File: config.mk
export PLATFORM = sky130hd
export DESIGN_NAME = spu_uart
export DESIGN_NICKNAME = d
export VERILOG_FILES = /design/src/inc/spu_pkg.sv /design/src/hw/spu_baud.sv /design/src/hw/spu_uart.sv
export SDC_FILE = /design/constraint.sdc
export NUM_CORES = 1
export LEC_CHECK = 0
export ABC_AREA = 1
export ABC_CLOCK_PERIOD_IN_PS = 7900
export BUFFER_PORTS_ARGS = -buffer_cell sky130_fd_sc_hd__buf_2
export CORE_ASPECT_RATIO = 1.75
export CORE_MARGIN = 2
export CORE_UTILIZATION = 35
export CTS_CLUSTER_DIAMETER = 200
export CTS_CLUSTER_SIZE = 14
export DETAILED_ROUTE_END_ITERATION = 16
export HOLD_SLACK_MARGIN = 0.15
export PLACE_DENSITY_LB_ADDON = 0.25
export SETUP_SLACK_MARGIN = 0.2
export SLEW_MARGIN = 5
export SYNTH_ARGS = -nofsm -noshare
export SYNTH_HDL_FRONTEND = slang
export SYNTH_HIERARCHICAL = 1
export SYNTH_SLANG_ARGS = --single-unit
File: constraint.sdc
create_clock -name clk_sys -period 7.9 [get_ports clk_sys]
set_input_delay 1.58 -clock clk_sys [delete_from_list [all_inputs] [get_ports clk_sys]]
set_output_delay 1.58 -clock clk_sys [all_outputs]
set_load 0.005 [all_outputs]
File: src/inc/spu_pkg.sv
package spu_pkg;

	// Register byte offsets on the Wishbone slave
	localparam logic [7:0] SPU_ADR_CTRL = 8'h00;
	localparam logic [7:0] SPU_ADR_DATA = 8'h04;
	localparam logic [7:0] SPU_ADR_PWR = 8'h08;
	localparam logic [7:0] SPU_ADR_T2CTL = 8'h0c;
	localparam logic [7:0] SPU_ADR_T1RLD = 8'h10;
	localparam logic [7:0] SPU_ADR_T2RLD = 8'h14;

	// Field positions in serial_control_reg
	localparam int SPU_CTL_MODE_B0 = 7;
	localparam int SPU_CTL_MODE_B1 = 6;
	localparam int SPU_CTL_MULTIPROC = 5;
	localparam int SPU_CTL_RX_EN = 4;
	localparam int SPU_CTL_TX_NINTH = 3;
	localparam int SPU_CTL_RX_NINTH = 2;
	localparam int SPU_CTL_TX_DONE = 1;
	localparam int SPU_CTL_RX_DONE = 0;
	// Field positions in power_control_reg and timer2_control_reg
	localparam int SPU_PWR_RATE_DOUBLE = 7;
	localparam int SPU_T2_RX_SEL = 5;
	localparam int SPU_T2_TX_SEL = 4;

	// Values after reset
	localparam logic [7:0] SPU_BYTE_RST = 8'h00;
	localparam logic [15:0] SPU_T2RLD_RST = 16'h0000;

	// Cycle counts
	localparam logic [3:0] SPU_M0_LAST = 4'hb;
	localparam logic [3:0] SPU_M0_HALF = 4'h6;
	localparam logic [3:0] SPU_MACH_LAST = 4'hb;
	localparam logic [3:0] SPU_OVS_LAST = 4'hf;
	localparam logic [3:0] SPU_OVS_MID = 4'h7;
	localparam logic [3:0] SPU_DATA_BITS = 4'h8;
	localparam logic [3:0] SPU_FRAME8_BITS = 4'ha;
	localparam logic [3:0] SPU_FRAME9_BITS = 4'hb;

	typedef enum logic [1:0] {
		SPU_MODE_SHIFT = 2'b00,
		SPU_MODE_UART8 = 2'b01,
		SPU_MODE_UART9F = 2'b10,
		SPU_MODE_UART9V = 2'b11
	} spu_mode_t;

	typedef enum logic [1:0] {
		SPU_TX_IDLE = 2'b00,
		SPU_TX_WAIT = 2'b01,
		SPU_TX_SEND = 2'b10,
		SPU_TX_SHIFT0 = 2'b11
	} spu_tx_state_t;

	typedef enum logic [1:0] {
		SPU_RX_IDLE = 2'b00,
		SPU_RX_START = 2'b01,
		SPU_RX_DATA = 2'b10,
		SPU_RX_SHIFT0 = 2'b11
	} spu_rx_state_t;

	typedef struct packed {
		logic cyc;
		logic stb;
		logic we;
		logic [7:0] adr;
		logic [3:0] sel;
		logic [31:0] dat;
	} spu_wb_req_t;

	typedef struct packed {
		logic txd_level;
		logic rxd_drive;
		logic rxd_drive_en;
	} spu_pin_out_t;

endpackage : spu_pkg

File: src/hw/spu_baud.sv
`timescale 1ns/1ps
// Oversampling tick for one direction: 16 ticks per bit
module spu_baud (
	input wire logic clk_sys,
	input wire logic srst,
	input wire spu_pkg::spu_mode_t mode,
	input wire logic rate_double,
	input wire logic t2_sel,
	input wire logic t1_ovf,
	input wire logic t2_ovf,
	output logic tick16,
	output logic bit_tick
);
	import spu_pkg::*;

	logic half_reg;
	logic [3:0] div_reg;
	logic fixed_rate;
	logic use_t2;
	logic src;
	logic halve;

	// Source choice; fixed mode takes every core clock as its source
	assign fixed_rate = (mode == SPU_MODE_UART9F);
	assign use_t2 = t2_sel && !fixed_rate;
	assign src = fixed_rate ? 1'b1 : (use_t2 ? t2_ovf : t1_ovf);
	// Timer 2 overflows 16 times a bit directly, others are halved unless doubled
	assign halve = !use_t2 && !rate_double;
	assign tick16 = src && (!halve || half_reg);
	assign bit_tick = tick16 && (div_reg == SPU_OVS_LAST);

	// Divide-by-two and bit divider
	always_ff @(posedge clk_sys) begin
		if (srst) begin
			half_reg <= 1'b0;
			div_reg <= 4'h0;
		end else begin
			if (src)
				half_reg <= ~half_reg;
			if (tick16)
				div_reg <= div_reg + 4'h1;
		end
	end

endmodule : spu_baud

File: src/hw/spu_uart.sv
`timescale 1ns/1ps
module spu_uart (
	input wire logic clk_sys,
	input wire logic srst,
	input wire spu_pkg::spu_wb_req_t wb_req,
	output logic [31:0] wb_rdata,
	output logic wb_ack,
	input wire logic rxd_pin_level,
	output spu_pkg::spu_pin_out_t pins
);
	import spu_pkg::*;

	// Address match on the word, low two bits ignored
	function automatic logic spu_hit(input logic [7:0] adr, input logic [7:0] off);
		return adr[7:2] == off[7:2];
	endfunction : spu_hit

	// Software-visible state
	logic mode_sel_b0_reg, mode_sel_b1_reg, multiproc_enable_reg, rx_enable_reg;
	logic tx_ninth_bit_reg, rx_ninth_bit_reg, tx_done_flag_reg, rx_done_flag_reg;
	logic rx_ninth_bit_next, tx_done_flag_next, rx_done_flag_next;
	logic rate_double_reg, t2_tx_clock_sel_reg, t2_rx_clock_sel_reg;
	logic [7:0] timer1_reload_value_reg, timer2_reload_high_reg, timer2_reload_low_reg;
	logic [7:0] rx_buf_reg, rx_buf_next;
	logic wb_ack_reg;
	logic [31:0] wb_rdata_reg, rd_word;

	// Timers and engines
	logic [3:0] mach_cnt_reg;
	logic [7:0] t1_cnt_reg;
	logic t2_pre_reg;
	logic [15:0] t2_cnt_reg;
	spu_tx_state_t tx_state_reg, tx_state_next;
	logic [10:0] tx_frame_reg, tx_frame_next;
	logic [3:0] tx_left_reg, tx_left_next;
	logic tx_done_set;
	spu_rx_state_t rx_state_reg, rx_state_next;
	logic [3:0] rx_sub_reg, rx_sub_next, rx_cnt_reg, rx_cnt_next;
	logic [7:0] rx_sr_reg, rx_sr_next;
	logic rx_nine_reg, rx_nine_next, rx_prev_reg;
	logic rx_accept, rx_ninth_val;
	logic [3:0] m0_phase_reg, m0_phase_next;
	logic txd_reg, txd_next, rxd_drive_reg, rxd_drive_next, rxd_en_reg, rxd_en_next;

	// Bus decode; one request is taken per ack
	logic req_live, wr_lo, wr_hi;
	logic wr_ctrl, wr_data, wr_pwr, wr_t2ctl, wr_t1rld, wr_t2lo, wr_t2hi;
	logic [7:0] wdat;
	assign req_live = wb_req.cyc && wb_req.stb && !wb_ack_reg;
	assign wr_lo = req_live && wb_req.we && wb_req.sel[0];
	assign wr_hi = req_live && wb_req.we && wb_req.sel[1];
	assign wdat = wb_req.dat[7:0];
	assign wr_ctrl = wr_lo && spu_hit(wb_req.adr, SPU_ADR_CTRL);
	assign wr_data = wr_lo && spu_hit(wb_req.adr, SPU_ADR_DATA);
	assign wr_pwr = wr_lo && spu_hit(wb_req.adr, SPU_ADR_PWR);
	assign wr_t2ctl = wr_lo && spu_hit(wb_req.adr, SPU_ADR_T2CTL);
	assign wr_t1rld = wr_lo && spu_hit(wb_req.adr, SPU_ADR_T1RLD);
	assign wr_t2lo = wr_lo && spu_hit(wb_req.adr, SPU_ADR_T2RLD);
	assign wr_t2hi = wr_hi && spu_hit(wb_req.adr, SPU_ADR_T2RLD);

	// Read selection; unmapped words read as zero
	logic [7:0] ctrl_byte;
	assign ctrl_byte = {mode_sel_b0_reg, mode_sel_b1_reg, multiproc_enable_reg, rx_enable_reg,
		tx_ninth_bit_reg, rx_ninth_bit_reg, tx_done_flag_reg, rx_done_flag_reg};
	assign rd_word = spu_hit(wb_req.adr, SPU_ADR_CTRL) ? {24'h000000, ctrl_byte} :
		spu_hit(wb_req.adr, SPU_ADR_DATA) ? {24'h000000, rx_buf_reg} :
		spu_hit(wb_req.adr, SPU_ADR_PWR) ? {24'h000000, rate_double_reg, 7'h00} :
		spu_hit(wb_req.adr, SPU_ADR_T2CTL) ?
			{26'h0, t2_rx_clock_sel_reg, t2_tx_clock_sel_reg, 4'h0} :
		spu_hit(wb_req.adr, SPU_ADR_T1RLD) ? {24'h000000, timer1_reload_value_reg} :
		spu_hit(wb_req.adr, SPU_ADR_T2RLD) ?
			{16'h0000, timer2_reload_high_reg, timer2_reload_low_reg} : 32'h00000000;
	assign wb_rdata = wb_rdata_reg;
	assign wb_ack = wb_ack_reg;

	// Mode decode
	spu_mode_t mode;
	logic nine_bit;
	assign mode = spu_mode_t'({mode_sel_b0_reg, mode_sel_b1_reg});
	assign nine_bit = (mode == SPU_MODE_UART9F) || (mode == SPU_MODE_UART9V);

	// Timer 1: 8-bit autoreload stepping once per 12-clock machine cycle
	logic mach_tick, t1_ovf;
	assign mach_tick = (mach_cnt_reg == SPU_MACH_LAST);
	assign t1_ovf = mach_tick && (t1_cnt_reg == 8'hff);

	// Timer 2 runs only while a direction selects it; stopped, it rests at its reload
	// value, so a new rate takes effect at once instead of after a full 16-bit pass
	logic t2_run, t2_step, t2_ovf;
	assign t2_run = t2_tx_clock_sel_reg || t2_rx_clock_sel_reg;
	assign t2_step = t2_run && t2_pre_reg;
	assign t2_ovf = t2_step && (t2_cnt_reg == 16'hffff);

	always_ff @(posedge clk_sys) begin
		if (srst) begin
			mach_cnt_reg <= 4'h0;
			t1_cnt_reg <= SPU_BYTE_RST;
			t2_pre_reg <= 1'b0;
			t2_cnt_reg <= SPU_T2RLD_RST;
		end else begin
			mach_cnt_reg <= mach_tick ? 4'h0 : mach_cnt_reg + 4'h1;
			if (mach_tick)
				t1_cnt_reg <= t1_ovf ? timer1_reload_value_reg : t1_cnt_reg + 8'h01;
			t2_pre_reg <= t2_run ? ~t2_pre_reg : 1'b0;
			if (!t2_run)
				t2_cnt_reg <= {timer2_reload_high_reg, timer2_reload_low_reg};
			else if (t2_step)
				t2_cnt_reg <= t2_ovf ? {timer2_reload_high_reg, timer2_reload_low_reg} :
					t2_cnt_reg + 16'h0001;
		end
	end

	// Per-direction rate choice lets each side use a different timer
	logic tx_bit_tick, rx_tick16;
	spu_baud u_tx_baud (
		.clk_sys(clk_sys),
		.srst(srst),
		.mode(mode),
		.rate_double(rate_double_reg),
		.t2_sel(t2_tx_clock_sel_reg),
		.t1_ovf(t1_ovf),
		.t2_ovf(t2_ovf),
		.tick16(),
		.bit_tick(tx_bit_tick)
	);
	spu_baud u_rx_baud (
		.clk_sys(clk_sys),
		.srst(srst),
		.mode(mode),
		.rate_double(rate_double_reg),
		.t2_sel(t2_rx_clock_sel_reg),
		.t1_ovf(t1_ovf),
		.t2_ovf(t2_ovf),
		.tick16(rx_tick16),
		.bit_tick()
	);

	// Shift-mode phase: clock low six cycles, high six
	logic m0_active, m0_end;
	assign m0_active = (tx_state_reg == SPU_TX_SHIFT0) || (rx_state_reg == SPU_RX_SHIFT0);
	assign m0_end = (m0_phase_reg == SPU_M0_LAST);
	assign m0_phase_next = (wr_data || !m0_active || m0_end) ? 4'h0 :
		m0_phase_reg + 4'h1;

	// Transmit engine; a new write always restarts it
	always_comb begin
		tx_state_next = tx_state_reg;
		tx_frame_next = tx_frame_reg;
		tx_left_next = tx_left_reg;
		tx_done_set = 1'b0;
		if (wr_data) begin
			if (mode == SPU_MODE_SHIFT) begin
				tx_state_next = SPU_TX_SHIFT0;
				tx_frame_next = {3'b111, wdat};
				tx_left_next = SPU_DATA_BITS;
			end else begin
				tx_state_next = SPU_TX_WAIT;
				// Ninth slot is the only stop bit in the 8-bit UART
				tx_frame_next = {1'b1, nine_bit ? tx_ninth_bit_reg : 1'b1, wdat, 1'b0};
				tx_left_next = nine_bit ? SPU_FRAME9_BITS : SPU_FRAME8_BITS;
			end
		end else begin
			case (tx_state_reg)
				SPU_TX_WAIT: begin
					if (tx_bit_tick)
						tx_state_next = SPU_TX_SEND;
				end
				SPU_TX_SEND: begin
					if (tx_bit_tick) begin
						if (tx_left_reg == 4'h1) begin
							tx_state_next = SPU_TX_IDLE;
						end else begin
							tx_frame_next = {1'b1, tx_frame_reg[10:1]};
							tx_left_next = tx_left_reg - 4'h1;
							tx_done_set = (tx_left_reg == 4'h2);
						end
					end
				end
				SPU_TX_SHIFT0: begin
					if (m0_end) begin
						tx_frame_next = {1'b1, tx_frame_reg[10:1]};
						tx_left_next = tx_left_reg - 4'h1;
						if (tx_left_reg == 4'h1) begin
							tx_state_next = SPU_TX_IDLE;
							tx_done_set = 1'b1;
						end
					end
				end
				default: tx_state_next = SPU_TX_IDLE;
			endcase
		end
	end

	// Receive engine
	logic [3:0] rx_last;
	assign rx_last = nine_bit ? 4'h9 : 4'h8;
	always_comb begin
		rx_state_next = rx_state_reg;
		rx_sub_next = rx_sub_reg;
		rx_cnt_next = rx_cnt_reg;
		rx_sr_next = rx_sr_reg;
		rx_nine_next = rx_nine_reg;
		rx_accept = 1'b0;
		rx_ninth_val = rx_ninth_bit_reg;
		case (rx_state_reg)
			SPU_RX_IDLE: begin
				if (mode == SPU_MODE_SHIFT) begin
					if (rx_enable_reg && !rx_done_flag_reg && !wr_data &&
						tx_state_reg == SPU_TX_IDLE) begin
						rx_state_next = SPU_RX_SHIFT0;
						rx_cnt_next = SPU_DATA_BITS;
					end
				end else if (rx_tick16 && rx_enable_reg && rx_prev_reg && !rxd_pin_level) begin
					rx_state_next = SPU_RX_START;
					rx_sub_next = 4'h0;
				end
			end
			SPU_RX_START: begin
				if (rx_tick16) begin
					if (rx_sub_reg == SPU_OVS_MID) begin
						// A glitch shorter than half a bit is not a start
						rx_state_next = rxd_pin_level ? SPU_RX_IDLE : SPU_RX_DATA;
						rx_sub_next = 4'h0;
						rx_cnt_next = 4'h0;
					end else begin
						rx_sub_next = rx_sub_reg + 4'h1;
					end
				end
			end
			SPU_RX_DATA: begin
				if (rx_tick16) begin
					if (rx_sub_reg == SPU_OVS_LAST) begin
						rx_sub_next = 4'h0;
						rx_cnt_next = rx_cnt_reg + 4'h1;
						if (rx_cnt_reg < SPU_DATA_BITS)
							rx_sr_next = {rxd_pin_level, rx_sr_reg[7:1]};
						if (rx_cnt_reg == SPU_DATA_BITS)
							rx_nine_next = rxd_pin_level;
						if (rx_cnt_reg == rx_last) begin
							rx_state_next = SPU_RX_IDLE;
							rx_accept = !rx_done_flag_reg && rxd_pin_level;
							rx_ninth_val = nine_bit ? rx_nine_reg : rxd_pin_level;
						end
					end else begin
						rx_sub_next = rx_sub_reg + 4'h1;
					end
				end
			end
			SPU_RX_SHIFT0: begin
				// A buffer write takes the shift pins over for transmit
				if (wr_data) begin
					rx_state_next = SPU_RX_IDLE;
				end else begin
					if (m0_phase_reg == SPU_M0_HALF)
						rx_sr_next = {rxd_pin_level, rx_sr_reg[7:1]};
					if (m0_end) begin
						rx_cnt_next = rx_cnt_reg - 4'h1;
						if (rx_cnt_reg == 4'h1) begin
							rx_state_next = SPU_RX_IDLE;
							rx_accept = !rx_done_flag_reg;
						end
					end
				end
			end
			default: rx_state_next = SPU_RX_IDLE;
		endcase
	end

	// Flags: hardware set wins over a software clear in the same cycle
	assign tx_done_flag_next = tx_done_set ||
		(wr_ctrl ? wdat[SPU_CTL_TX_DONE] : tx_done_flag_reg);
	assign rx_done_flag_next = rx_accept ||
		(wr_ctrl ? wdat[SPU_CTL_RX_DONE] : rx_done_flag_reg);
	assign rx_ninth_bit_next = rx_accept ? rx_ninth_val :
		(wr_ctrl ? wdat[SPU_CTL_RX_NINTH] : rx_ninth_bit_reg);
	assign rx_buf_next = rx_accept ? rx_sr_reg : rx_buf_reg;

	// Pin values from next state so the flag and the line move together
	logic m0_next_active;
	assign m0_next_active = (tx_state_next == SPU_TX_SHIFT0) || (rx_state_next == SPU_RX_SHIFT0);
	assign txd_next = m0_next_active ? (m0_phase_next >= SPU_M0_HALF) :
		(tx_state_next == SPU_TX_SEND) ? tx_frame_next[0] : 1'b1;
	assign rxd_en_next = (tx_state_next == SPU_TX_SHIFT0);
	assign rxd_drive_next = rxd_en_next ? tx_frame_next[0] : 1'b1;
	assign pins.txd_level = txd_reg;
	assign pins.rxd_drive = rxd_drive_reg;
	assign pins.rxd_drive_en = rxd_en_reg;

	// Engine state
	always_ff @(posedge clk_sys) begin
		if (srst) begin
			tx_state_reg <= SPU_TX_IDLE;
			tx_frame_reg <= 11'h7ff;
			tx_left_reg <= 4'h0;
			rx_state_reg <= SPU_RX_IDLE;
			rx_sub_reg <= 4'h0;
			rx_cnt_reg <= 4'h0;
			rx_sr_reg <= SPU_BYTE_RST;
			rx_nine_reg <= 1'b0;
			rx_prev_reg <= 1'b1;
			m0_phase_reg <= 4'h0;
			txd_reg <= 1'b1;
			rxd_drive_reg <= 1'b1;
			rxd_en_reg <= 1'b0;
		end else begin
			tx_state_reg <= tx_state_next;
			tx_frame_reg <= tx_frame_next;
			tx_left_reg <= tx_left_next;
			rx_state_reg <= rx_state_next;
			rx_sub_reg <= rx_sub_next;
			rx_cnt_reg <= rx_cnt_next;
			rx_sr_reg <= rx_sr_next;
			rx_nine_reg <= rx_nine_next;
			if (rx_tick16)
				rx_prev_reg <= rxd_pin_level;
			m0_phase_reg <= m0_phase_next;
			txd_reg <= txd_next;
			rxd_drive_reg <= rxd_drive_next;
			rxd_en_reg <= rxd_en_next;
		end
	end

	// Register file and bus answer, ack one cycle after the request
	always_ff @(posedge clk_sys) begin
		if (srst) begin
			{mode_sel_b0_reg, mode_sel_b1_reg, multiproc_enable_reg, rx_enable_reg} <= 4'h0;
			tx_ninth_bit_reg <= 1'b0;
			rx_ninth_bit_reg <= 1'b0;
			tx_done_flag_reg <= 1'b0;
			rx_done_flag_reg <= 1'b0;
			rate_double_reg <= 1'b0;
			t2_tx_clock_sel_reg <= 1'b0;
			t2_rx_clock_sel_reg <= 1'b0;
			timer1_reload_value_reg <= SPU_BYTE_RST;
			{timer2_reload_high_reg, timer2_reload_low_reg} <= SPU_T2RLD_RST;
			rx_buf_reg <= SPU_BYTE_RST;
			wb_ack_reg <= 1'b0;
			wb_rdata_reg <= 32'h00000000;
		end else begin
			if (wr_ctrl) begin
				mode_sel_b0_reg <= wdat[SPU_CTL_MODE_B0];
				mode_sel_b1_reg <= wdat[SPU_CTL_MODE_B1];
				multiproc_enable_reg <= wdat[SPU_CTL_MULTIPROC];
				rx_enable_reg <= wdat[SPU_CTL_RX_EN];
				tx_ninth_bit_reg <= wdat[SPU_CTL_TX_NINTH];
			end
			rx_ninth_bit_reg <= rx_ninth_bit_next;
			tx_done_flag_reg <= tx_done_flag_next;
			rx_done_flag_reg <= rx_done_flag_next;
			rx_buf_reg <= rx_buf_next;
			if (wr_pwr)
				rate_double_reg <= wdat[SPU_PWR_RATE_DOUBLE];
			if (wr_t2ctl) begin
				t2_tx_clock_sel_reg <= wdat[SPU_T2_TX_SEL];
				t2_rx_clock_sel_reg <= wdat[SPU_T2_RX_SEL];
			end
			if (wr_t1rld)
				timer1_reload_value_reg <= wdat;
			if (wr_t2lo)
				timer2_reload_low_reg <= wdat;
			if (wr_t2hi)
				timer2_reload_high_reg <= wb_req.dat[15:8];
			wb_ack_reg <= req_live;
			if (req_live && !wb_req.we)
				wb_rdata_reg <= rd_word;
		end
	end

endmodule : spu_uart

==> reports/metrics.cfg, run 1 <==
[global_route]
overflow = 0
grt_use_total_pct = 18.5
grt_start_max_net_pins = 63
grt_pass1_vias = 6197
antenna_found_initial = 0
grt_first_pass_wirelength_um = 31200

[sta]
max_freq_ghz = 0.263
fin_skew_ns = 0.0143
maxSlewHeadroom_pct = 36.6
finalWorstSetupSlack_ns = 4.09
post-route-period-util_pct = 48.2
setup_violations = 0
period_minus_slack_ns = 3.81
fin_tns_setup_ns = 0
hold_viol_final = 0
maxSlewViolCount = 0
rsz0062_at_grt = false
tightest_slew_ns = 0.947

[cts]
cts_made_buffers = 17
cts-root-buf = clkbuf_16
htree_levels = 4
clock_latency_ns = 0.43
cts_buffer_depth = 2
numClockSinks = 139
cts-hold-fix-buffers = 0
clk_pin_slew_ns = 0.06
cts_setup_buffers = 0
post_cts_resized = 0
cts_tree = done

[worst_setup_path]
reg2reg_from = mach_cnt_reg[0]$_SDFF_PP0_
r2r-end = txd_reg$_SDFF_PP1_
arrival_ns = 4.13
r2r_setup_slack_ns = 4.09
worst_ep_required_time_ns = 8.22
worst_setup_path_end_kind = register
reg2reg_depth = 18
start_kind = register
path_class = register to register
cp_max_fo = 13

[placed_design]
numPortBuffers = 49
post-dp-hpwl_um = 14100
place_congestion = 0.850
place_ws_ns = 4.12
place_area_mm2 = 0.00738

[synth]
avgSynthCellArea_um2 = 7.28
ys_warn_count = 6
mappedNetlistArea_mm2 = 0.00707
synthCells = 970

[detailed_routing]
drt_pre_antenna_iters = 5
first_iter_violations = 315
viasPerCell = 5.10
wl_per_cell_um = 15.2
routed_wl_um = 19300
drt.antenna.violating_nets = 0
num_vias = 6444
drc_errors = 0

[min_path]
hold_class = register to register
min_from = tx_frame_reg[10]$_SDFFE_PP1P_
holdPathStages = 2
worst_hold_path.endpoint = tx_frame_reg[10]$_SDFFE_PP1P_

[floorplan]
die_y_um = 192
die_w_um = 111
initial_core_util_pct = 35.8
core_mm2 = 0.0197
rows = 68
die-area_mm2 = 0.0214
ioPinCount = 86

[final_layout]
insertedDiodeCount = 0
seq_area_mm2 = 0.00278
design_area_mm2 = 0.00798
drive_gt1_share_pct = 12.7
area_growth_pct = 13.0
fill_cells = 2107
nets = 1074
multi_input_area_mm2 = 0.00356

[pwr]
p_leak_nw = 3.27
p_per_area_mw_per_mm2 = 203
vdd_drop_max_uv = 117

[status]
status = finished, final reports clean

[run]
maxCapViolations = 0

layer usage:
layer  up-vias  GRT usage (%)  share of wire [%]
met1      2986           19.8                 39
li1       3275              -                  -
met3        45           3.19                3.3
met4         0           9.07                3.8
met5         -              0                  0
met2       138           34.8                 53
worst max-delay path by stage:
| stage | from | endpoint | slack [ns] | cells past startpoint |
|---|---|---|---|---|
| final | mach_cnt_reg[0]$_SDFF_PP0_ | txd_reg$_SDFF_PP1_ | 4.09 | 18 |
| after global routing | mach_cnt_reg[0]$_SDFF_PP0_ | tx_left_reg[2]$_SDFFE_PP0P_ | 3.56 | 15 |
| after CTS | mach_cnt_reg[0]$_SDFF_PP0_ | txd_reg$_SDFF_PP1_ | 4.09 | 18 |
| after detailed placement | t2_cnt_reg[0]$_SDFFE_PP0P_ | txd_reg$_SDFF_PP1_ | 4.12 | 20 |
| after global placement | t2_cnt_reg[0]$_SDFFE_PP0P_ | txd_reg$_SDFF_PP1_ | 4.13 | 20 |
| after floorplan | wb_req[43] | txd_reg$_SDFF_PP1_ | 5.09 | 11 |
area by class of cell:
cell class | instances | area share [%]
clock buffer | 18 | 5.38
inverter | 125 | 5.88
tap | 245 | 3.84
clock inverter | 14 | 2.13
sequential | 139 | 34.9
multi-input combinational | 671 | 44.6
timing repair buffer | 52 | 3.35
where the power goes:
group	total [mW]	internal (mW)	leakage, nW	switching, mW
registers	0.716	0.710	1.12	0.00611
clock network	0.820	0.498	0.294	0.322
logic	0.0835	0.0256	1.85	0.0579
total	1.62	1.23	3.27	0.386
stage by stage:
step	util [%]	total power, mW	hold WS [ns]	std cells
6_report	40.4	1.62	0.448	1264
3_5_place_dp	37.4	0.816	0.437	1232
5_1_grt	40.4	1.68	0.474	1264
4_1_cts	40.4	1.63	0.452	1264
2_1_floorplan	-	0.792	0.412	985
3_3_place_gp	37.4	0.816	0.429	1232
critical path, stage by stage, from the launching register on:
cell	delay (ns)
dfxtp_1	0.36
ha_1	0.20
nand3_1	0.33
nor3_1	0.39
nand2_1	0.20
inv_1	0.34
nand2_2	0.12
nand3_4	0.11
nand2_4	0.08
nor2_1	0.33
nand3_1	0.18
nand2_1	0.40
inv_1	0.17
nand2_1	0.09
nand2_1	0.07
a31oi_1	0.13
nand2_1	0.09
nand2_1	0.07
nand2_1	0.05
layout by cell type (no fill, tap or decap), types with 4 or more instances in the layout:
master	n
nor2_1	77
nand3_1	60
xor2_1	14
nor3_1	14
o21a_1	6
conb_1	16
o21ai_1	6
nor2_2	5
dfxtp_1	139
nand2_1	143
inv_2	6
nand2_2	14
xnor2_1	4
a221oi_1	6
nand2_4	4
o211ai_1	13
nor2_4	5
buf_2	49
clkinv_2	4
a21oi_1	111
ha_1	18
o2111ai_1	4
nand4_1	16
o21ai_0	100
inv_1	119
o22ai_1	13
clkinv_4	4
clkbuf_16	17
(Power assumes the default switching activity.)
==> run 2: changes to the inputs <==
--- a/config.mk
+++ b/config.mk
@@ -6,7 +6,7 @@
 export NUM_CORES = 1
 export LEC_CHECK = 0
 export ABC_AREA = 1
-export ABC_CLOCK_PERIOD_IN_PS = 7900
+export ABC_CLOCK_PERIOD_IN_PS = 3200
 export BUFFER_PORTS_ARGS = -buffer_cell sky130_fd_sc_hd__buf_2
 export CORE_ASPECT_RATIO = 1.75
 export CORE_MARGIN = 2
==> constraint.sdc (replaced) <==
create_clock -name clk_sys -period 3.2 [get_ports clk_sys]
set_input_delay 0.64 -clock clk_sys [delete_from_list [all_inputs] [get_ports clk_sys]]
set_output_delay 0.64 -clock clk_sys [all_outputs]
set_load 0.005 [all_outputs]
==> run 2 against run 1 <==
  * Largest cell class unchanged
  * Worst setup slack got worse by 3.7 ns
  * Critical endpoint is now rx_sub_reg[3]$_SDFFE_PP0P_
  * Fmax is 36% higher
  * Via count is 0.33% higher
  * Combinational power increased to 2.6 times the previous value
  * Worst hold slack got worse by 0.014 ns
  * Wire length rose by 2.2%
  * Final cell count rose by 2.1%
  * Global-route usage increased by 0.38 points
  * Clock power increased by 130%
  * Highest routed layer unchanged
  * Critical path depth increased by 2
==> reports/metrics.cfg, run 2 (synthesis gave the netlist of run 1 again) <==
[final_layout]
nets = 1100  ; was 1074
drive_gt1_share_pct = 16.6  ; was 12.7%
insertedDiodeCount = 0  ; unchanged
fill_cells = 2115  ; was 2107
area_growth_pct = 16.3  ; was 13.0%
fin_util_pct = 41.6  ; was 40.4%
final_common_cell = nand2_1  ; unchanged
final_cell_mix = 140 x nand2_1, 134 x dfxtp_1, 118 x inv_1  ; was 143 x nand2_1, 139 x dfxtp_1, 119 x inv_1

[worst_setup_path]
r2r-end = rx_sub_reg[3]$_SDFFE_PP0P_  ; was txd_reg$_SDFF_PP1_
worst_setup_path_end_kind = register  ; unchanged
reg2reg_depth = 20  ; was 18
cp_max_fo = 6  ; was 13
arrival_ns = 3.13  ; was 4.13 ns
r2r_setup_slack_ns = 0.39  ; was 4.09 ns
start_kind = register  ; unchanged
path_class = register to register  ; unchanged
reg2reg_from = t2_cnt_reg[0]$_SDFFE_PP0P_  ; was mach_cnt_reg[0]$_SDFF_PP0_
worst_ep_required_time_ns = 3.52  ; was 8.22 ns

[floorplan]
rows = 68  ; unchanged
initial_core_util_pct = 35.8  ; unchanged
die_w_um = 111  ; unchanged
die_y_um = 192  ; unchanged
die-area_mm2 = 0.0214  ; unchanged
core_mm2 = 0.0197  ; unchanged
ioPinCount = 86  ; unchanged

[sta]
tightest_slew_ns = 0.658  ; was 0.947 ns
fin_tns_setup_ns = 0  ; unchanged
setup_violations = 0  ; unchanged
rsz0062_at_grt = false  ; unchanged
period_minus_slack_ns = 2.81  ; was 3.81 ns
hold_viol_final = 0  ; unchanged
fin_skew_ns = 0.0127  ; was 0.0143 ns
post-route-period-util_pct = 87.7  ; was 48.2%
maxSlewViolCount = 0  ; unchanged
max_freq_ghz = 0.356  ; was 0.263 GHz
maxSlewHeadroom_pct = 56.1  ; was 36.6%

[detailed_routing]
routed_wl_um = 19700  ; was 19300 µm
viasPerCell = 5.01  ; was 5.10
first_iter_violations = 279  ; was 315
num_vias = 6465  ; was 6444
drt_pre_antenna_iters = 4  ; was 5
wl_per_cell_um = 15.3  ; was 15.2 µm
drc_errors = 0  ; unchanged
drt.antenna.violating_nets = 0  ; unchanged

[min_path]
holdPathStages = 3  ; was 2
worst_hold_path.endpoint = timer2_reload_high_reg[7]$_SDFFE_PP0P_  ; was tx_frame_reg[10]$_SDFFE_PP1P_
hold_class = input pin to register  ; was register to register
min_from = wb_req[15]  ; was tx_frame_reg[10]$_SDFFE_PP1P_

[cts]
clk_pin_slew_ns = 0.06  ; about the same
cts_made_buffers = 17  ; unchanged
cts_buffer_depth = 2  ; unchanged
cts_tree = done  ; unchanged
clock_latency_ns = 0.44  ; was 0.43 ns
cts-root-buf = clkbuf_16  ; unchanged
numClockSinks = 139  ; unchanged
htree_levels = 4  ; unchanged

[placed_design]
place_congestion = 0.840  ; was 0.850
post-dp-hpwl_um = 14500  ; was 14100 µm
numPortBuffers = 49  ; unchanged

[pwr]
vdd_drop_max_uv = 272  ; was 117 µV
p_per_area_mw_per_mm2 = 473  ; was 203 mW/mm²
p_leak_nw = 3.37  ; was 3.27 nW

[global_route]
grt_use_total_pct = 18.9  ; was 18.5%
grt_start_max_net_pins = 38  ; was 63
antenna_found_initial = 0  ; unchanged
overflow = 0  ; unchanged
grt_pass1_vias = 6362  ; was 6197
grt_first_pass_wirelength_um = 31800  ; was 31200 µm

[run]
maxCapViolations = 0  ; unchanged

[status]
status = finished, final reports clean  ; unchanged

[run 2: cell count changes in the layout (fill, tap and decap cells not counted), sizes merged]
cell / delta
inv: +1
clkbuf: +1
buf: +26
clkinvlp: +3
clkinv: -3
bufinv: -2
[run 2: worst max path at each step]
stage	startpoint	end	depth (start not counted)
2_1_floorplan	t1_cnt_reg[0]$_SDFFE_PP0P_	tx_left_reg[3]$_SDFFE_PP0P_	16
3_3_place_gp	t2_cnt_reg[0]$_SDFFE_PP0P_	txd_reg$_SDFF_PP1_	22
3_5_place_dp	t2_cnt_reg[0]$_SDFFE_PP0P_	txd_reg$_SDFF_PP1_	21
4_1_cts	t2_cnt_reg[0]$_SDFFE_PP0P_	txd_reg$_SDFF_PP1_	21
5_1_grt	t2_cnt_reg[0]$_SDFFE_PP0P_	txd_reg$_SDFF_PP1_	24
6_report	t2_cnt_reg[0]$_SDFFE_PP0P_	rx_sub_reg[3]$_SDFFE_PP0P_	20
[run 2: per-layer routing]
metal	global-route usage [%]	routed length (µm)	part of all wire, %
met5	0	0	0
met4	9.64	687	3.5
met3	2.81	574	2.9
met2	36.0	10700	54
met1	19.9	7720	39
[run 2: layout make-up]
cell class / count / area (µm²) / share of cell area [%]
sequential: 139 / 2790 / 34.0
clock buffer: 19 / 443 / 5.39
clock inverter: 13 / 119 / 1.45
timing repair buffer: 78 / 470 / 5.73
inverter: 125 / 469 / 5.71
tap: 245 / 307 / 3.73
multi-input combinational: 671 / 3620 / 44.0
[run 2: worst max-delay path: stages, from the launching register on]
cell     delay, ns
dfxtp_2       0.36
ha_4          0.13
nand2_1       0.06
inv_2         0.07
nand2_2       0.07
nor2_4        0.09
nand4_1       0.10
nor4_2        0.35
buf_4         0.20
nand2_2       0.07
nand3_4       0.08
nand2_4       0.06
inv_2         0.07
buf_6         0.12
o21ai_1       0.10
a21oi_1       0.18
o21ai_1       0.17
inv_1         0.16
nand2_1       0.08
xor2_1        0.14
nor2_1        0.05
[run 2: report_power, final]
part,internal (mW),leakage (nW),switching [mW]
Combinational,0.0680,1.98,0.148
Clock,1.09,0.266,0.807
Sequential,1.75,1.12,0.0150
[run 2: through the flow]
stage	hold WS (ns)	worst slack (ns)	total power [mW]	instance area, µm²	instances
3_3_place_gp	0.433	0.246	2.02	7550	1254
3_5_place_dp	0.440	0.232	2.02	7550	1254
2_1_floorplan	0.412	0.638	1.95	7120	985
6_report	0.434	0.394	3.88	8220	1290
5_1_grt	0.453	0.199	4.01	8220	1290
4_1_cts	0.437	0.273	3.92	8120	1286
[run 2: what timing repair did]
action | 4_1_cts | 5_1_grt
buffers inserted | 0 | 4
endpoints found under the setup margin | 1 | 28
pin swaps | 0 | 10
hold buffers | 0 | 0
gates resized for setup | 1 | 23
